==> config.mk <==
export PLATFORM = sky130hd
export DESIGN_NAME = asc_ctrl
export DESIGN_NICKNAME = d
export VERILOG_FILES = /design/src/asc_pkg.sv /design/src/asc_ctrl.sv
export SDC_FILE = /design/constraint.sdc
export NUM_CORES = 1
export LEC_CHECK = 0
export BUFFER_PORTS_ARGS = -buffer_cell sky130_fd_sc_hd__buf_2
export CAP_MARGIN = 20
export CELL_PAD_IN_SITES_DETAIL_PLACEMENT = 1
export CELL_PAD_IN_SITES_GLOBAL_PLACEMENT = 2
export CORE_MARGIN = 2
export CORE_UTILIZATION = 24
export DETAILED_ROUTE_END_ITERATION = 6
export PLACE_DENSITY_LB_ADDON = 0.15
export SLEW_MARGIN = 20
export SYNTH_ARGS = -nofsm -noshare
export SYNTH_HDL_FRONTEND = slang
export SYNTH_SLANG_ARGS = --single-unit
==> constraint.sdc <==
create_clock -name clock_i -period 1.6 [get_ports clock_i]
set_input_delay 0.08 -clock clock_i [delete_from_list [all_inputs] [get_ports clock_i]]
set_output_delay 0.08 -clock clock_i [all_outputs]
set_load 0.05 [all_outputs]
==> src/asc_pkg.sv <==
// constants and types shared by the converter status and mode control block
package asc_pkg;

   // ------------------------------------------------------------
   // special function register addresses
   // ------------------------------------------------------------
   localparam logic [7:0] STATUS_ADDR  = 8'hd8;   // bit addressable
   localparam logic [7:0] MODE_ADDR    = 8'hd1;   // byte access only
   localparam logic [4:0] STATUS_BITBASE = 5'h1b; // bit addresses d8..df

   // ------------------------------------------------------------
   // reset values
   // ------------------------------------------------------------
   localparam logic [7:0] STATUS_RST   = 8'h00;
   localparam logic [7:0] MODE_RST     = 8'h00;
   localparam logic [7:0] RDATA_RST    = 8'h00;

   // ------------------------------------------------------------
   // status register bit positions
   // ------------------------------------------------------------
   localparam int unsigned ST_PRIMARY_READY_FLAG  = 7;   // primary ready
   localparam int unsigned ST_AUX_READY_FLAG  = 6;   // auxiliary ready
   localparam int unsigned ST_CAL   = 5;   // calibration done
   localparam int unsigned ST_NOREF = 4;   // missing reference
   localparam int unsigned ST_PRIMARY_ERROR_FLAG  = 3;   // primary error
   localparam int unsigned ST_AUX_ERROR_FLAG  = 2;   // auxiliary error

   // ------------------------------------------------------------
   // mode register bit positions
   // ------------------------------------------------------------
   localparam int unsigned MD_EN0   = 5;   // primary enable
   localparam int unsigned MD_EN1   = 4;   // auxiliary enable
   localparam int unsigned MD_LSB   = 0;   // mode field, three bits
   localparam int unsigned MD_MSB   = 2;

   // ------------------------------------------------------------
   // mode field encoding
   // ------------------------------------------------------------
   typedef enum logic [2:0] {
      MODE_PDOWN   = 3'h0,   // power-down, reset value
      MODE_IDLE    = 3'h1,   // filter and modulator held
      MODE_SINGLE  = 3'h2,   // one conversion then power-down
      MODE_CONT    = 3'h3,   // continuous conversion
      MODE_IZERO   = 3'h4,   // internal zero-scale calibration
      MODE_IFULL   = 3'h5,   // internal full-scale calibration
      MODE_SZERO   = 3'h6,   // system zero-scale calibration
      MODE_SFULL   = 3'h7    // system full-scale calibration
   } asc_mode_t;

endpackage

==> src/asc_ctrl.sv <==
// status flags and mode control for the primary and auxiliary converters
`timescale 1ns/10ps

// Overview of operation
// - primary ready set on conversion or calibration end
// - primary ready cleared by software or starting mode write
// - primary ready set blocks result and calibration writes
// - auxiliary ready behaves like primary ready
// - calibration flag set when calibration completes
// - calibration flag cleared only by starting mode write
// - missing reference flag follows reference while active
// - missing external reference forces results to ones
// - primary error set on saturated result
// - primary error flags failed calibration update
// - primary error cleared by starting mode write
// - auxiliary error behaves like primary error
// - status register at d8, reset 00, bit access
// - mode register at d1, reset 00, byte access
// - primary enable runs primary in selected mode
// - primary enable cleared powers primary down
// - auxiliary enable runs auxiliary in selected mode
// - auxiliary enable cleared powers auxiliary down
// - three-bit mode field encodes eight modes
// - single conversion end returns mode to 000
// - calibration end returns mode to 000
// - any mode write resets both converters
module asc_ctrl #(
   parameter int unsigned PRIM_W = 24,   // primary result width
   parameter int unsigned AUX_W  = 16    // auxiliary result width
) (
   input  wire logic              clock_i,
   input  wire logic              rst_i,
   // special function register access
   input  wire logic [7:0]        sfr_addr_i,
   input  wire logic              sfr_wr_i,
   input  wire logic              sfr_rd_i,
   input  wire logic [7:0]        sfr_wdata_i,
   input  wire logic              sfr_bit_wr_i,
   input  wire logic [7:0]        sfr_bit_addr_i,
   input  wire logic              sfr_bit_val_i,
   output logic [7:0]             sfr_rdata_o,
   // primary converter events
   input  wire logic              prim_done_i,
   input  wire logic [PRIM_W-1:0] prim_result_i,
   input  wire logic              prim_clamp_i,
   input  wire logic              prim_cal_done_i,
   input  wire logic              prim_cal_fail_i,
   input  wire logic              prim_ext_ref_i,
   // auxiliary converter events
   input  wire logic              aux_done_i,
   input  wire logic [AUX_W-1:0]  aux_result_i,
   input  wire logic              aux_clamp_i,
   input  wire logic              aux_cal_done_i,
   input  wire logic              aux_cal_fail_i,
   input  wire logic              aux_ext_ref_i,
   // reference detector
   input  wire logic              ref_missing_i,
   // converter control
   output logic [2:0]             mode_o,
   output logic                   prim_run_o,
   output logic                   prim_pdown_o,
   output logic                   aux_run_o,
   output logic                   aux_pdown_o,
   output logic                   both_reset_o,
   output logic                   aux_reset_o,
   // result and calibration write strobes
   output logic [PRIM_W-1:0]      prim_result_o,
   output logic                   prim_result_we_o,
   output logic                   prim_cal_we_o,
   output logic [AUX_W-1:0]       aux_result_o,
   output logic                   aux_result_we_o,
   output logic                   aux_cal_we_o
);

   // ------------------------------------------------------------
   // helper functions
   // ------------------------------------------------------------

   // mode field value starts a conversion or calibration
   function automatic logic starts_work(input logic [2:0] m);
      starts_work = (m >= asc_pkg::MODE_SINGLE);
   endfunction

   // mode field value is one of the calibrations
   function automatic logic is_cal(input logic [2:0] m);
      is_cal = m[2];
   endfunction

   // ------------------------------------------------------------
   // state record
   // ------------------------------------------------------------
   typedef struct packed {
      logic [2:0]        mode;       // shared mode field
      logic              en0;        // primary enable
      logic              en1;        // auxiliary enable
      logic              primary_ready_flag;       // primary ready
      logic              aux_ready_flag;       // auxiliary ready
      logic              cal;        // calibration done
      logic              noref;      // missing reference
      logic              primary_error_flag;       // primary error
      logic              aux_error_flag;       // auxiliary error
      logic              pend0;      // primary owes a single result or calibration end
      logic              pend1;      // auxiliary owes a single result or calibration end
      logic [PRIM_W-1:0] res0;       // primary result
      logic [AUX_W-1:0]  res1;       // auxiliary result
      logic              res0_we;    // primary result strobe
      logic              res1_we;    // auxiliary result strobe
      logic              cal0_we;    // primary coefficient strobe
      logic              cal1_we;    // auxiliary coefficient strobe
      logic              rst_both;   // reset both converters
      logic              rst_aux;    // reset auxiliary only
      logic [7:0]        rdata;      // read data
   } asc_state_t;

   asc_state_t state_r;   // registered state
   asc_state_t state_nxt; // next state

   // ------------------------------------------------------------
   // decoded accesses and derived levels
   // ------------------------------------------------------------
   logic       wr_status;   // byte write to status
   logic       wr_mode;     // byte write to mode
   logic       bit_hit;     // bit write lands in status
   logic [2:0] bit_idx;     // status bit being written
   logic       act0;        // primary is running
   logic       act1;        // auxiliary is running
   logic       force0;      // primary result forced to ones
   logic       force1;      // auxiliary result forced to ones
   logic       take0;       // primary result accepted
   logic       take1;       // auxiliary result accepted
   logic       ctake0;      // primary calibration accepted
   logic       ctake1;      // auxiliary calibration accepted
   logic       conv_mode;   // mode is single or continuous
   logic [7:0] status_val;  // status as software sees it
   logic [7:0] mode_val;    // mode as software sees it

   assign wr_status = sfr_wr_i && (sfr_addr_i == asc_pkg::STATUS_ADDR);
   assign wr_mode   = sfr_wr_i && (sfr_addr_i == asc_pkg::MODE_ADDR);
   // bit writes only ever address the status register
   assign bit_hit   = sfr_bit_wr_i &&
                      (sfr_bit_addr_i[7:3] == asc_pkg::STATUS_BITBASE);
   assign bit_idx   = sfr_bit_addr_i[2:0];

   // only power-down does not count as running; idle does
   assign act0 = state_r.en0 && (state_r.mode != asc_pkg::MODE_PDOWN);
   assign act1 = state_r.en1 && (state_r.mode != asc_pkg::MODE_PDOWN);
   assign conv_mode = (state_r.mode == asc_pkg::MODE_SINGLE) ||
                      (state_r.mode == asc_pkg::MODE_CONT);

   // a lost external reference clamps the output code
   assign force0 = state_r.noref && prim_ext_ref_i;
   assign force1 = state_r.noref && aux_ext_ref_i;

   // results only land while the ready flag is clear
   assign take0  = prim_done_i && act0 && conv_mode && !state_r.primary_ready_flag;
   assign take1  = aux_done_i && act1 && conv_mode && !state_r.aux_ready_flag;
   assign ctake0 = prim_cal_done_i && act0 && is_cal(state_r.mode) &&
                   !state_r.primary_ready_flag;
   assign ctake1 = aux_cal_done_i && act1 && is_cal(state_r.mode) &&
                   !state_r.aux_ready_flag;

   // reserved positions are constant zero
   assign status_val = {state_r.primary_ready_flag, state_r.aux_ready_flag, state_r.cal, state_r.noref,
                        state_r.primary_error_flag, state_r.aux_error_flag, 2'b00};
   assign mode_val   = {2'b00, state_r.en0, state_r.en1, 1'b0,
                        state_r.mode};

   // ------------------------------------------------------------
   // next state
   // ------------------------------------------------------------
   // order matters: software clears first, hardware sets last, so a
   // hardware set in the clearing cycle wins over the clear
   always_comb begin
      state_nxt          = state_r;
      state_nxt.res0_we  = 1'b0;
      state_nxt.res1_we  = 1'b0;
      state_nxt.cal0_we  = 1'b0;
      state_nxt.cal1_we  = 1'b0;
      state_nxt.rst_both = 1'b0;
      state_nxt.rst_aux  = 1'b0;

      // read data captured on the read strobe
      if (sfr_rd_i) begin
         unique case (sfr_addr_i)
            asc_pkg::STATUS_ADDR: begin
               state_nxt.rdata = status_val;
            end
            asc_pkg::MODE_ADDR: begin
               state_nxt.rdata = mode_val;
            end
            default: begin
               state_nxt.rdata = asc_pkg::RDATA_RST;   // unmapped reads zero
            end
         endcase
      end

      // direct software access to the ready flags
      if (wr_status) begin
         state_nxt.primary_ready_flag = sfr_wdata_i[asc_pkg::ST_PRIMARY_READY_FLAG];
         state_nxt.aux_ready_flag = sfr_wdata_i[asc_pkg::ST_AUX_READY_FLAG];
      end
      if (bit_hit) begin
         // other status bits are hardware owned
         if (bit_idx == 3'(asc_pkg::ST_PRIMARY_READY_FLAG)) begin
            state_nxt.primary_ready_flag = sfr_bit_val_i;
         end
         if (bit_idx == 3'(asc_pkg::ST_AUX_READY_FLAG)) begin
            state_nxt.aux_ready_flag = sfr_bit_val_i;
         end
      end

      // single conversion and calibration bookkeeping: done events count even when
      // blocked, since the converter still finished its cycle
      if (prim_done_i || prim_cal_done_i) begin
         state_nxt.pend0 = 1'b0;
      end
      if (aux_done_i || aux_cal_done_i) begin
         state_nxt.pend1 = 1'b0;
      end
      if ((state_r.pend0 || state_r.pend1) &&
          !state_nxt.pend0 && !state_nxt.pend1) begin
         state_nxt.mode = asc_pkg::MODE_PDOWN;
      end

      // mode register write
      if (wr_mode) begin
         state_nxt.mode = sfr_wdata_i[asc_pkg::MD_MSB:asc_pkg::MD_LSB];
         state_nxt.en0  = sfr_wdata_i[asc_pkg::MD_EN0];
         state_nxt.en1  = sfr_wdata_i[asc_pkg::MD_EN1];
         // a rewrite of the same value still restarts
         state_nxt.rst_both = 1'b1;
         state_nxt.rst_aux  = 1'b1;
         // an auxiliary enable rise alone would reset only the auxiliary,
         // but it always arrives through this same write, so both restart
         if (!state_r.en1 && sfr_wdata_i[asc_pkg::MD_EN1]) begin
            state_nxt.rst_aux = 1'b1;
         end
         if (starts_work(sfr_wdata_i[asc_pkg::MD_MSB:asc_pkg::MD_LSB])) begin
            state_nxt.primary_ready_flag = 1'b0;
            state_nxt.aux_ready_flag = 1'b0;
            state_nxt.cal  = 1'b0;
            state_nxt.primary_error_flag = 1'b0;
            state_nxt.aux_error_flag = 1'b0;
         end
         // continuous mode never owes a final result
         if ((sfr_wdata_i[asc_pkg::MD_MSB:asc_pkg::MD_LSB] == asc_pkg::MODE_SINGLE) ||
             is_cal(sfr_wdata_i[asc_pkg::MD_MSB:asc_pkg::MD_LSB])) begin
            state_nxt.pend0 = sfr_wdata_i[asc_pkg::MD_EN0];
            state_nxt.pend1 = sfr_wdata_i[asc_pkg::MD_EN1];
         end else begin
            state_nxt.pend0 = 1'b0;
            state_nxt.pend1 = 1'b0;
         end
      end

      // reference detector is only meaningful while a converter is running, idle included
      state_nxt.noref = (act0 || act1) && ref_missing_i;

      // primary conversion result
      if (take0) begin
         state_nxt.res0    = force0 ? {PRIM_W{1'b1}} : prim_result_i;
         state_nxt.res0_we = 1'b1;
         state_nxt.primary_ready_flag    = 1'b1;
         if (prim_clamp_i || force0) begin
            state_nxt.primary_error_flag = 1'b1;
         end
      end

      // auxiliary conversion result
      if (take1) begin
         state_nxt.res1    = force1 ? {AUX_W{1'b1}} : aux_result_i;
         state_nxt.res1_we = 1'b1;
         state_nxt.aux_ready_flag    = 1'b1;
         if (aux_clamp_i || force1) begin
            state_nxt.aux_error_flag = 1'b1;
         end
      end

      // primary calibration end: a failure withholds the coefficients
      if (ctake0) begin
         state_nxt.primary_ready_flag    = 1'b1;
         state_nxt.cal     = 1'b1;
         state_nxt.cal0_we = !prim_cal_fail_i;
         if (prim_cal_fail_i) begin
            state_nxt.primary_error_flag = 1'b1;
         end
      end

      // auxiliary calibration end
      if (ctake1) begin
         state_nxt.aux_ready_flag    = 1'b1;
         state_nxt.cal     = 1'b1;
         state_nxt.cal1_we = !aux_cal_fail_i;
         if (aux_cal_fail_i) begin
            state_nxt.aux_error_flag = 1'b1;
         end
      end
   end

   // ------------------------------------------------------------
   // state register
   // ------------------------------------------------------------
   always_ff @(posedge clock_i or posedge rst_i) begin
      if (rst_i) begin
         state_r       <= '0;
         state_r.mode  <= asc_pkg::MODE_PDOWN;
         state_r.en0   <= asc_pkg::MODE_RST[asc_pkg::MD_EN0];
         state_r.en1   <= asc_pkg::MODE_RST[asc_pkg::MD_EN1];
         state_r.primary_ready_flag  <= asc_pkg::STATUS_RST[asc_pkg::ST_PRIMARY_READY_FLAG];
         state_r.aux_ready_flag  <= asc_pkg::STATUS_RST[asc_pkg::ST_AUX_READY_FLAG];
         state_r.cal   <= asc_pkg::STATUS_RST[asc_pkg::ST_CAL];
         state_r.noref <= asc_pkg::STATUS_RST[asc_pkg::ST_NOREF];
         state_r.primary_error_flag  <= asc_pkg::STATUS_RST[asc_pkg::ST_PRIMARY_ERROR_FLAG];
         state_r.aux_error_flag  <= asc_pkg::STATUS_RST[asc_pkg::ST_AUX_ERROR_FLAG];
         state_r.rdata <= asc_pkg::RDATA_RST;
      end else begin
         state_r <= state_nxt;
      end
   end

   // ------------------------------------------------------------
   // outputs
   // ------------------------------------------------------------
   // run and power-down are decoded levels of registered state
   assign mode_o           = state_r.mode;
   assign prim_run_o       = act0;
   assign prim_pdown_o     = !act0;
   assign aux_run_o        = act1;
   assign aux_pdown_o      = !act1;
   assign both_reset_o     = state_r.rst_both;
   assign aux_reset_o      = state_r.rst_aux;
   assign prim_result_o    = state_r.res0;
   assign prim_result_we_o = state_r.res0_we;
   assign prim_cal_we_o    = state_r.cal0_we;
   assign aux_result_o     = state_r.res1;
   assign aux_result_we_o  = state_r.res1_we;
   assign aux_cal_we_o     = state_r.cal1_we;
   assign sfr_rdata_o      = state_r.rdata;

endmodule

==> metrics, run 1 <==
status=completed; synthesis-stage register bit count=66; power per cell area=1010 mW/mm2; final instance count without filler cells=639; Vert. Die Dim=119 um; # placed instances=614; required arrival time at the worst endpoint=1.52 ns; final hold viol count=0; shortest clock period the worst path allows after layout=1.53 ns; estimated wirelength of the detail-placed design=6.56 mm; largest fanout of any net on the critical path=3; number of global-route vias before repair=2822; number of DRC violations after detailed routing=0; cell count after synthesis=359; part of the Yosys area used for sequential elements=0.517; H-Tree Level Count=3; total track usage=0.132; final max-slew violation count=0; Tightest Hold Check Type=in2reg; mean instance size in the synthesized netlist=8.90 um2; Finished Cell Area=0.00417 mm2; average wire per standard cell=13.9 um; layout cell share with drive strength beyond 1=0.376; antenna violations before repair=0; number of port buffers=140; TritonCTS clock tree=done; TritonRoute pass-1 iters=4; FP Rows=42; top cell type's share of synthesized area=0.517; net count reported at finish=539; layout-stage area growth over the synthesis result=30.5%; peak supply drop=0.000399 V; Hold WS=0.0134 ns; leak pwr=2.23 nW; most frequent cell after synthesis=sky130_fd_sc_hd__dfrtp_1; clock transition at the registers of the reported paths=0.06 ns; final core utilization=0.317; cell chosen for the clock root=sky130_fd_sc_hd__clkbuf_16; number of synthesized flops with an enable pin=0; wire length of the first global-routing pass=14.6 mm; maximum root-to-sink buffer count=2; Setup crit start kind=register; RSZ-0062 raised after global routing=no; final wirelength=8.91 mm; total power of the final layout=4.20 mW; number of clock sinks=66; routability cong.=0.715; maximum capacitance violations=0; type of the worst setup path=reg2out; data arrival time of the critical path=1.45 ns; # diodes=0; number of distinct standard cells referenced by the synthesized netlist=33; worst path setup slack after routing=0.0667 ns; Synthesis Warnings=0; grt ovf=0; cell area after placement=0.00374 mm2; most area-hungry cell type in the Yosys netlist=sky130_fd_sc_hd__dfrtp_1; number of nets in the synthesized netlist=440; category of the worst setup path capture point=primary output; num ports=142; top flip-flop cell by instance count after synthesis=sky130_fd_sc_hd__dfrtp_1; via/cell ratio=4.20; max_slew headroom=0.730; area enclosed by the die boundary=0.0143 mm2; Inserted Clock Buffers=9; starting density of the core=0.243; DR vias=2686; skew final=0.00460 ns; pre-CTS worst setup slack=0.147 ns; fraction of registers with async set or reset after synthesis=1.00; detailed router's first-iteration violation count=80; largest net degree at the start of global routing=67; worst slew pin tran=0.403 ns; Setup Total Neg Slack=0 ns; core box area=0.0131 mm2; Netlist Area Pre-Place=0.00320 mm2; ranking of synthesized cells by instance count=sky130_fd_sc_hd__dfrtp_1, sky130_fd_sc_hd__nor2_1, sky130_fd_sc_hd__buf_4, sky130_fd_sc_hd__nand2_1, sky130_fd_sc_hd__o21ai_0; clock latency on the worst-skew pair=0.33 ns; post-route clock period utilization=0.958; cell types occupying the most area after synthesis=sky130_fd_sc_hd__dfrtp_1, sky130_fd_sc_hd__buf_4, sky130_fd_sc_hd__o21ai_0, sky130_fd_sc_hd__nor2_1, sky130_fd_sc_hd__nand2_1; layout filler cell count=1591; achievable clock frequency=0.652 GHz; die boundary width=119 um; final number of setup-violating endpoints=0; Routed Antenna Nets=0
-- placed cells by master, fill, tap and decap left out, drive strengths merged, types with 2 or more instances in the layout --
cell and n:
nor2b 5, inv 13, nand2 52, a21oi 3, a221oi 2, and3 4
o311ai 2, dlygate4sd3 7, dfrtp 66, nor2 55, a22o 3, a31oi 2
nand4 2, and2 2, and4 3, nand3 11, bufinv 2, a221o 2
o21ai 46, clkbuf 11, nor3b 2, clkinv 2, a22oi 3, buf 150
nor3 3, clkinvlp 2
-- final cells by class --
cell class	count	area [um2]	area share
Sequential cell	66	1650	0.397
Multi-Input combinational cell	210	1040	0.249
Timing Repair Buffer	157	881	0.211
Clock buffer	11	243	0.0582
Tap cell	176	220	0.0528
Clock inverter	5	77.6	0.0186
Inverter	14	56.3	0.0135
-- final timing paths --
| path | startpoint | endpoint | slack (ns) | depth (start not counted) |
|---|---|---|---|---|
| setup / recovery | mode_o[2] | prim_run_o | 0.07 | 4 |
| hold / removal | prim_result_i[8] | prim_result_o[8] | 0.01 | 3 |
| setup reg to reg | mode_o[2] | prim_result_o[7] | 0.13 | 6 |
| hold reg to reg | aux_result_o[11] | aux_result_o[11] | 0.47 | 2 |
| max in group asynchronous | rst_i | mode_o[1] | 0.87 | 4 |
| min in group asynchronous | rst_i | aux_result_o[2] | 0.40 | 4 |
-- flip-flops by register name, indices dropped and copies added (netlist names) --
register / flops
aux_cal_we_o: 1
aux_reset_o: 1
aux_result_o: 16
aux_result_we_o: 1
mode_o: 3
mode_val: 2
prim_cal_we_o: 1
prim_result_o: 24
prim_result_we_o: 1
sfr_rdata_o: 8
state_r: 8
-- routing by layer --
metal / global-route usage / share of wire
met1: 0.155 / 0.43
met2: 0.233 / 0.50
met3: 0.0278 / 0.047
met4: 0.0574 / 0.018
met5: 0 / 0
-- cell families after synthesis --
group                  after synthesis  synth area share
AO/OA/AOI/OAI                       66             0.122
buffers and inverters               83             0.163
flip-flops                          66             0.517
AND/OR/NAND/NOR                    144             0.199
-- power breakdown --
part / internal [mW] / switching, mW / leakage, nW
clock network: 1.40 / 0.741 / 0.156
registers: 1.70 / 0.0251 / 0.906
logic: 0.146 / 0.188 / 1.17
-- what timing repair did --
action,CTS,global route
buffers inserted,1,1
gates resized for setup,4,6
endpoints found under the setup margin,4,3
hold endpoints to repair,74,0
hold buffers,7,0
-- critical path: stages (launching register included) --
cell	delay (ns)
sky130_fd_sc_hd__dfrtp_2	0.40
sky130_fd_sc_hd__or3_4	0.39
sky130_fd_sc_hd__nand2_2	0.11
sky130_fd_sc_hd__inv_1	0.04
sky130_fd_sc_hd__buf_4	0.18
Power figures use the tool's default switching activity.
==> run 2, diff against run 1 <==
Settings changed: SETUP_SLACK_MARGIN set to 0.15.
==> run 2 against run 1 <==
  * Via count decreased by 0.71%
  * Final area increased by 1.7%
  * Clock power decreased by 9%
  * Largest power group unchanged
  * Sequential share of layout area decreased by 0.70 points
  * Wire length increased by 1.9%
  * Sequential power about the same
  * Critical endpoint unchanged
  * Global-route usage decreased by 0.19 points
==> metrics, run 2 (synthesis results as in run 1) <==
number of DRC violations after detailed routing=0 (unchanged); Tightest Hold Check Type=in2reg (unchanged); most common library cell in the layout ignoring fill and taps=sky130_fd_sc_hd__buf_2 (unchanged); final number of setup-violating endpoints=0 (unchanged); area enclosed by the die boundary=0.0143 mm2 (unchanged); leak pwr=2.29 nW (was 2.23 nW); Routed Antenna Nets=0 (unchanged); TritonCTS clock tree=done (unchanged); num ports=142 (unchanged); total track usage=0.130 (was 0.132); commonest non-fill, non-tap cells in the layout=sky130_fd_sc_hd__buf_2, sky130_fd_sc_hd__dfrtp_1, sky130_fd_sc_hd__nor2_1 (unchanged); FP Rows=42 (unchanged); routability cong.=0.763 (was 0.715); Reg-to-Reg Start=mode_val[5] (was mode_o[2]); TritonRoute pass-1 iters=4 (unchanged); max FFs per register=24 (unchanged); achievable clock frequency=0.676 GHz (was 0.652 GHz); final wirelength=9.08 mm (was 8.91 mm); Critical Path, Cell by Cell=or3_4 -> nand2_4 -> inv_2 -> buf_6 (was or3_4 -> nand2_2 -> inv_1 -> buf_4); largest net degree at the start of global routing=67 (unchanged); detailed router's first-iteration violation count=91 (was 80); category of the worst setup path capture point=primary output (unchanged); maximum root-to-sink buffer count=2 (unchanged); grt ovf=0 (unchanged); number of buffers and inverters on the critical path=2 (unchanged); r2r worst-path depth=5 (was 6); estimated wirelength of the detail-placed design=6.44 mm (was 6.56 mm); worst slew pin tran=0.403 ns (about the same); layout cell share with drive strength beyond 1=0.384 (was 0.376); starting density of the core=0.243 (unchanged); Slowest Stage Delay on Critical Path=0.42 ns (was 0.40 ns); kind of cell adding the most delay to the critical path=simple AND/OR/NAND/NOR gates (unchanged); required arrival time at the worst endpoint=1.52 ns (about the same); maximum capacitance violations=0 (unchanged); number of port buffers=140 (unchanged); area of all sequential standard cells=0.00165 mm2 (about the same); post-route clock period utilization=0.924 (was 0.958); endpoint of the worst hold path=aux_result_o[14] (was prim_result_o[8]); skew final=0.00631 ns (was 0.00460 ns); clock latency on the worst-skew pair=0.33 ns (about the same); Setup crit start kind=register (unchanged); data arrival time of the critical path=1.40 ns (was 1.45 ns); layout filler cell count=1610 (was 1591); Max stage delay cell, worst path=sky130_fd_sc_hd__or3_4 (was sky130_fd_sc_hd__dfrtp_2); final max-slew violation count=0 (unchanged); average wire per standard cell=14.1 um (was 13.9 um); DR vias=2667 (was 2686); die boundary width=119 um (unchanged); cell chosen for the clock root=sky130_fd_sc_hd__clkbuf_16 (unchanged); clock transition at the registers of the reported paths=0.06 ns (about the same); launch point of the worst hold path=aux_result_i[14] (was prim_result_i[8]); area taken by multi-input logic gates=0.00106 mm2 (was 0.00104 mm2); flop2flop setup slack=0.24 ns (was 0.13 ns); H-Tree Level Count=3 (unchanged); number of clock sinks=66 (unchanged); net count reported at finish=543 (was 539); final core utilization=0.323 (was 0.317); # diodes=0 (unchanged); final hold viol count=0 (unchanged); shortest clock period the worst path allows after layout=1.48 ns (was 1.53 ns); peak supply drop=0.000354 V (was 0.000399 V); antenna violations before repair=0 (unchanged); power per cell area=943 mW/mm2 (was 1010 mW/mm2); RSZ-0062 raised after global routing=yes (was no); Setup Total Neg Slack=0 ns (unchanged); core box area=0.0131 mm2 (unchanged); layout-stage area growth over the synthesis result=32.7% (was 30.5%); largest fanout of any net on the critical path=3 (unchanged); via/cell ratio=4.15 (was 4.20); Inserted Clock Buffers=9 (unchanged); max_slew headroom=0.731 (was 0.730); Vert. Die Dim=119 um (unchanged); wire length of the first global-routing pass=14.4 mm (was 14.6 mm); type of the worst setup path=reg2out (unchanged); number of global-route vias before repair=2807 (was 2822); cell depth of the worst setup path=4 (unchanged); critical register-to-register path endpoint=state_r[57] (was prim_result_o[7]); status=completed (unchanged); cell depth of the worst min-delay path=3 (unchanged)
-- run 2: cell types whose count changed in the layout (fill, tap and decap cells not counted), moves of 2 or more --
cell / previous run / this run
sky130_fd_sc_hd__buf_6: 0 / 5
sky130_fd_sc_hd__buf_4: 12 / 9
sky130_fd_sc_hd__clkbuf_16: 9 / 11
sky130_fd_sc_hd__inv_1: 13 / 11
sky130_fd_sc_hd__inv_2: 0 / 2
sky130_fd_sc_hd__nand2_2: 2 / 0
sky130_fd_sc_hd__nand2_4: 0 / 2
sky130_fd_sc_hd__nor2b_1: 5 / 3
sky130_fd_sc_hd__nor2b_2: 0 / 2
-- run 2: final cells by class --
class / instances / share of cell area
multi-input cells: 210 / 0.250
inverters: 14 / 0.0133
clock buffers: 12 / 0.0581
repair buffers: 161 / 0.227
clock inverters: 3 / 0.00944
flip-flops and latches: 66 / 0.390
well taps: 176 / 0.0519
-- run 2: worst max path at each step --
| stage | from | to |
|---|---|---|
| floorplan | mode_o[2] | aux_run_o |
| global placement | mode_val[5] | state_r[57] |
| detailed placement | mode_o[1] | aux_result_o[5] |
| CTS | mode_o[0] | prim_run_o |
| global route | mode_o[0] | prim_run_o |
| finish | mode_o[0] | prim_run_o |
-- run 2: through the flow --
stage / cell area [um2] / hold slack (ns) / power (mW) / cells / setup slack, ns
2_1_floorplan: 3200 / 0.146 / 1.92 / 359 / 0.142
3_3_place_gp: 3750 / 0.220 / 2.07 / 615 / 0.241
3_5_place_dp: 3750 / 0.219 / 2.07 / 615 / 0.201
4_1_cts: 4170 / 0.0104 / 4.07 / 640 / 0.112
5_1_grt: 4240 / 0.0265 / 4.19 / 642 / 0.0659
6_report: 4240 / 0.0163 / 4.00 / 642 / 0.122
-- run 2: repair_timing --
item,4_1_cts,5_1_grt
gates resized for setup,13,5
endpoints found under the setup margin,4,32
endpoints found under the hold margin,74,0
gates cloned,0,2
pin swaps,3,0
hold buffers,7,0
setup buffers,3,0
-- run 2: per-layer routing --
metal	track usage	part of all wire	up-vias
li1	-	-	1341
met1	0.163	0.45	1239
met4	0.0574	0.017	0
met3	0.0263	0.045	11
met5	0	0	-
met2	0.217	0.48	76
-- run 2: power by group --
group | total [mW] | switching (mW) | internal [mW]
combinational | 0.343 | 0.191 | 0.152
sequential | 1.72 | 0.0261 | 1.70
clock | 1.94 | 0.701 | 1.23
total | 4.00 | 0.918 | 3.08
-- run 2: worst register-to-register path: stages, from the launching register on --
cell and delay (ns):
sky130_fd_sc_hd__dfrtp_2 0.44, sky130_fd_sc_hd__nor2b_2 0.19, sky130_fd_sc_hd__nand3_4 0.15, sky130_fd_sc_hd__buf_12 0.16, sky130_fd_sc_hd__nor2_1 0.06, sky130_fd_sc_hd__a221o_1 0.25
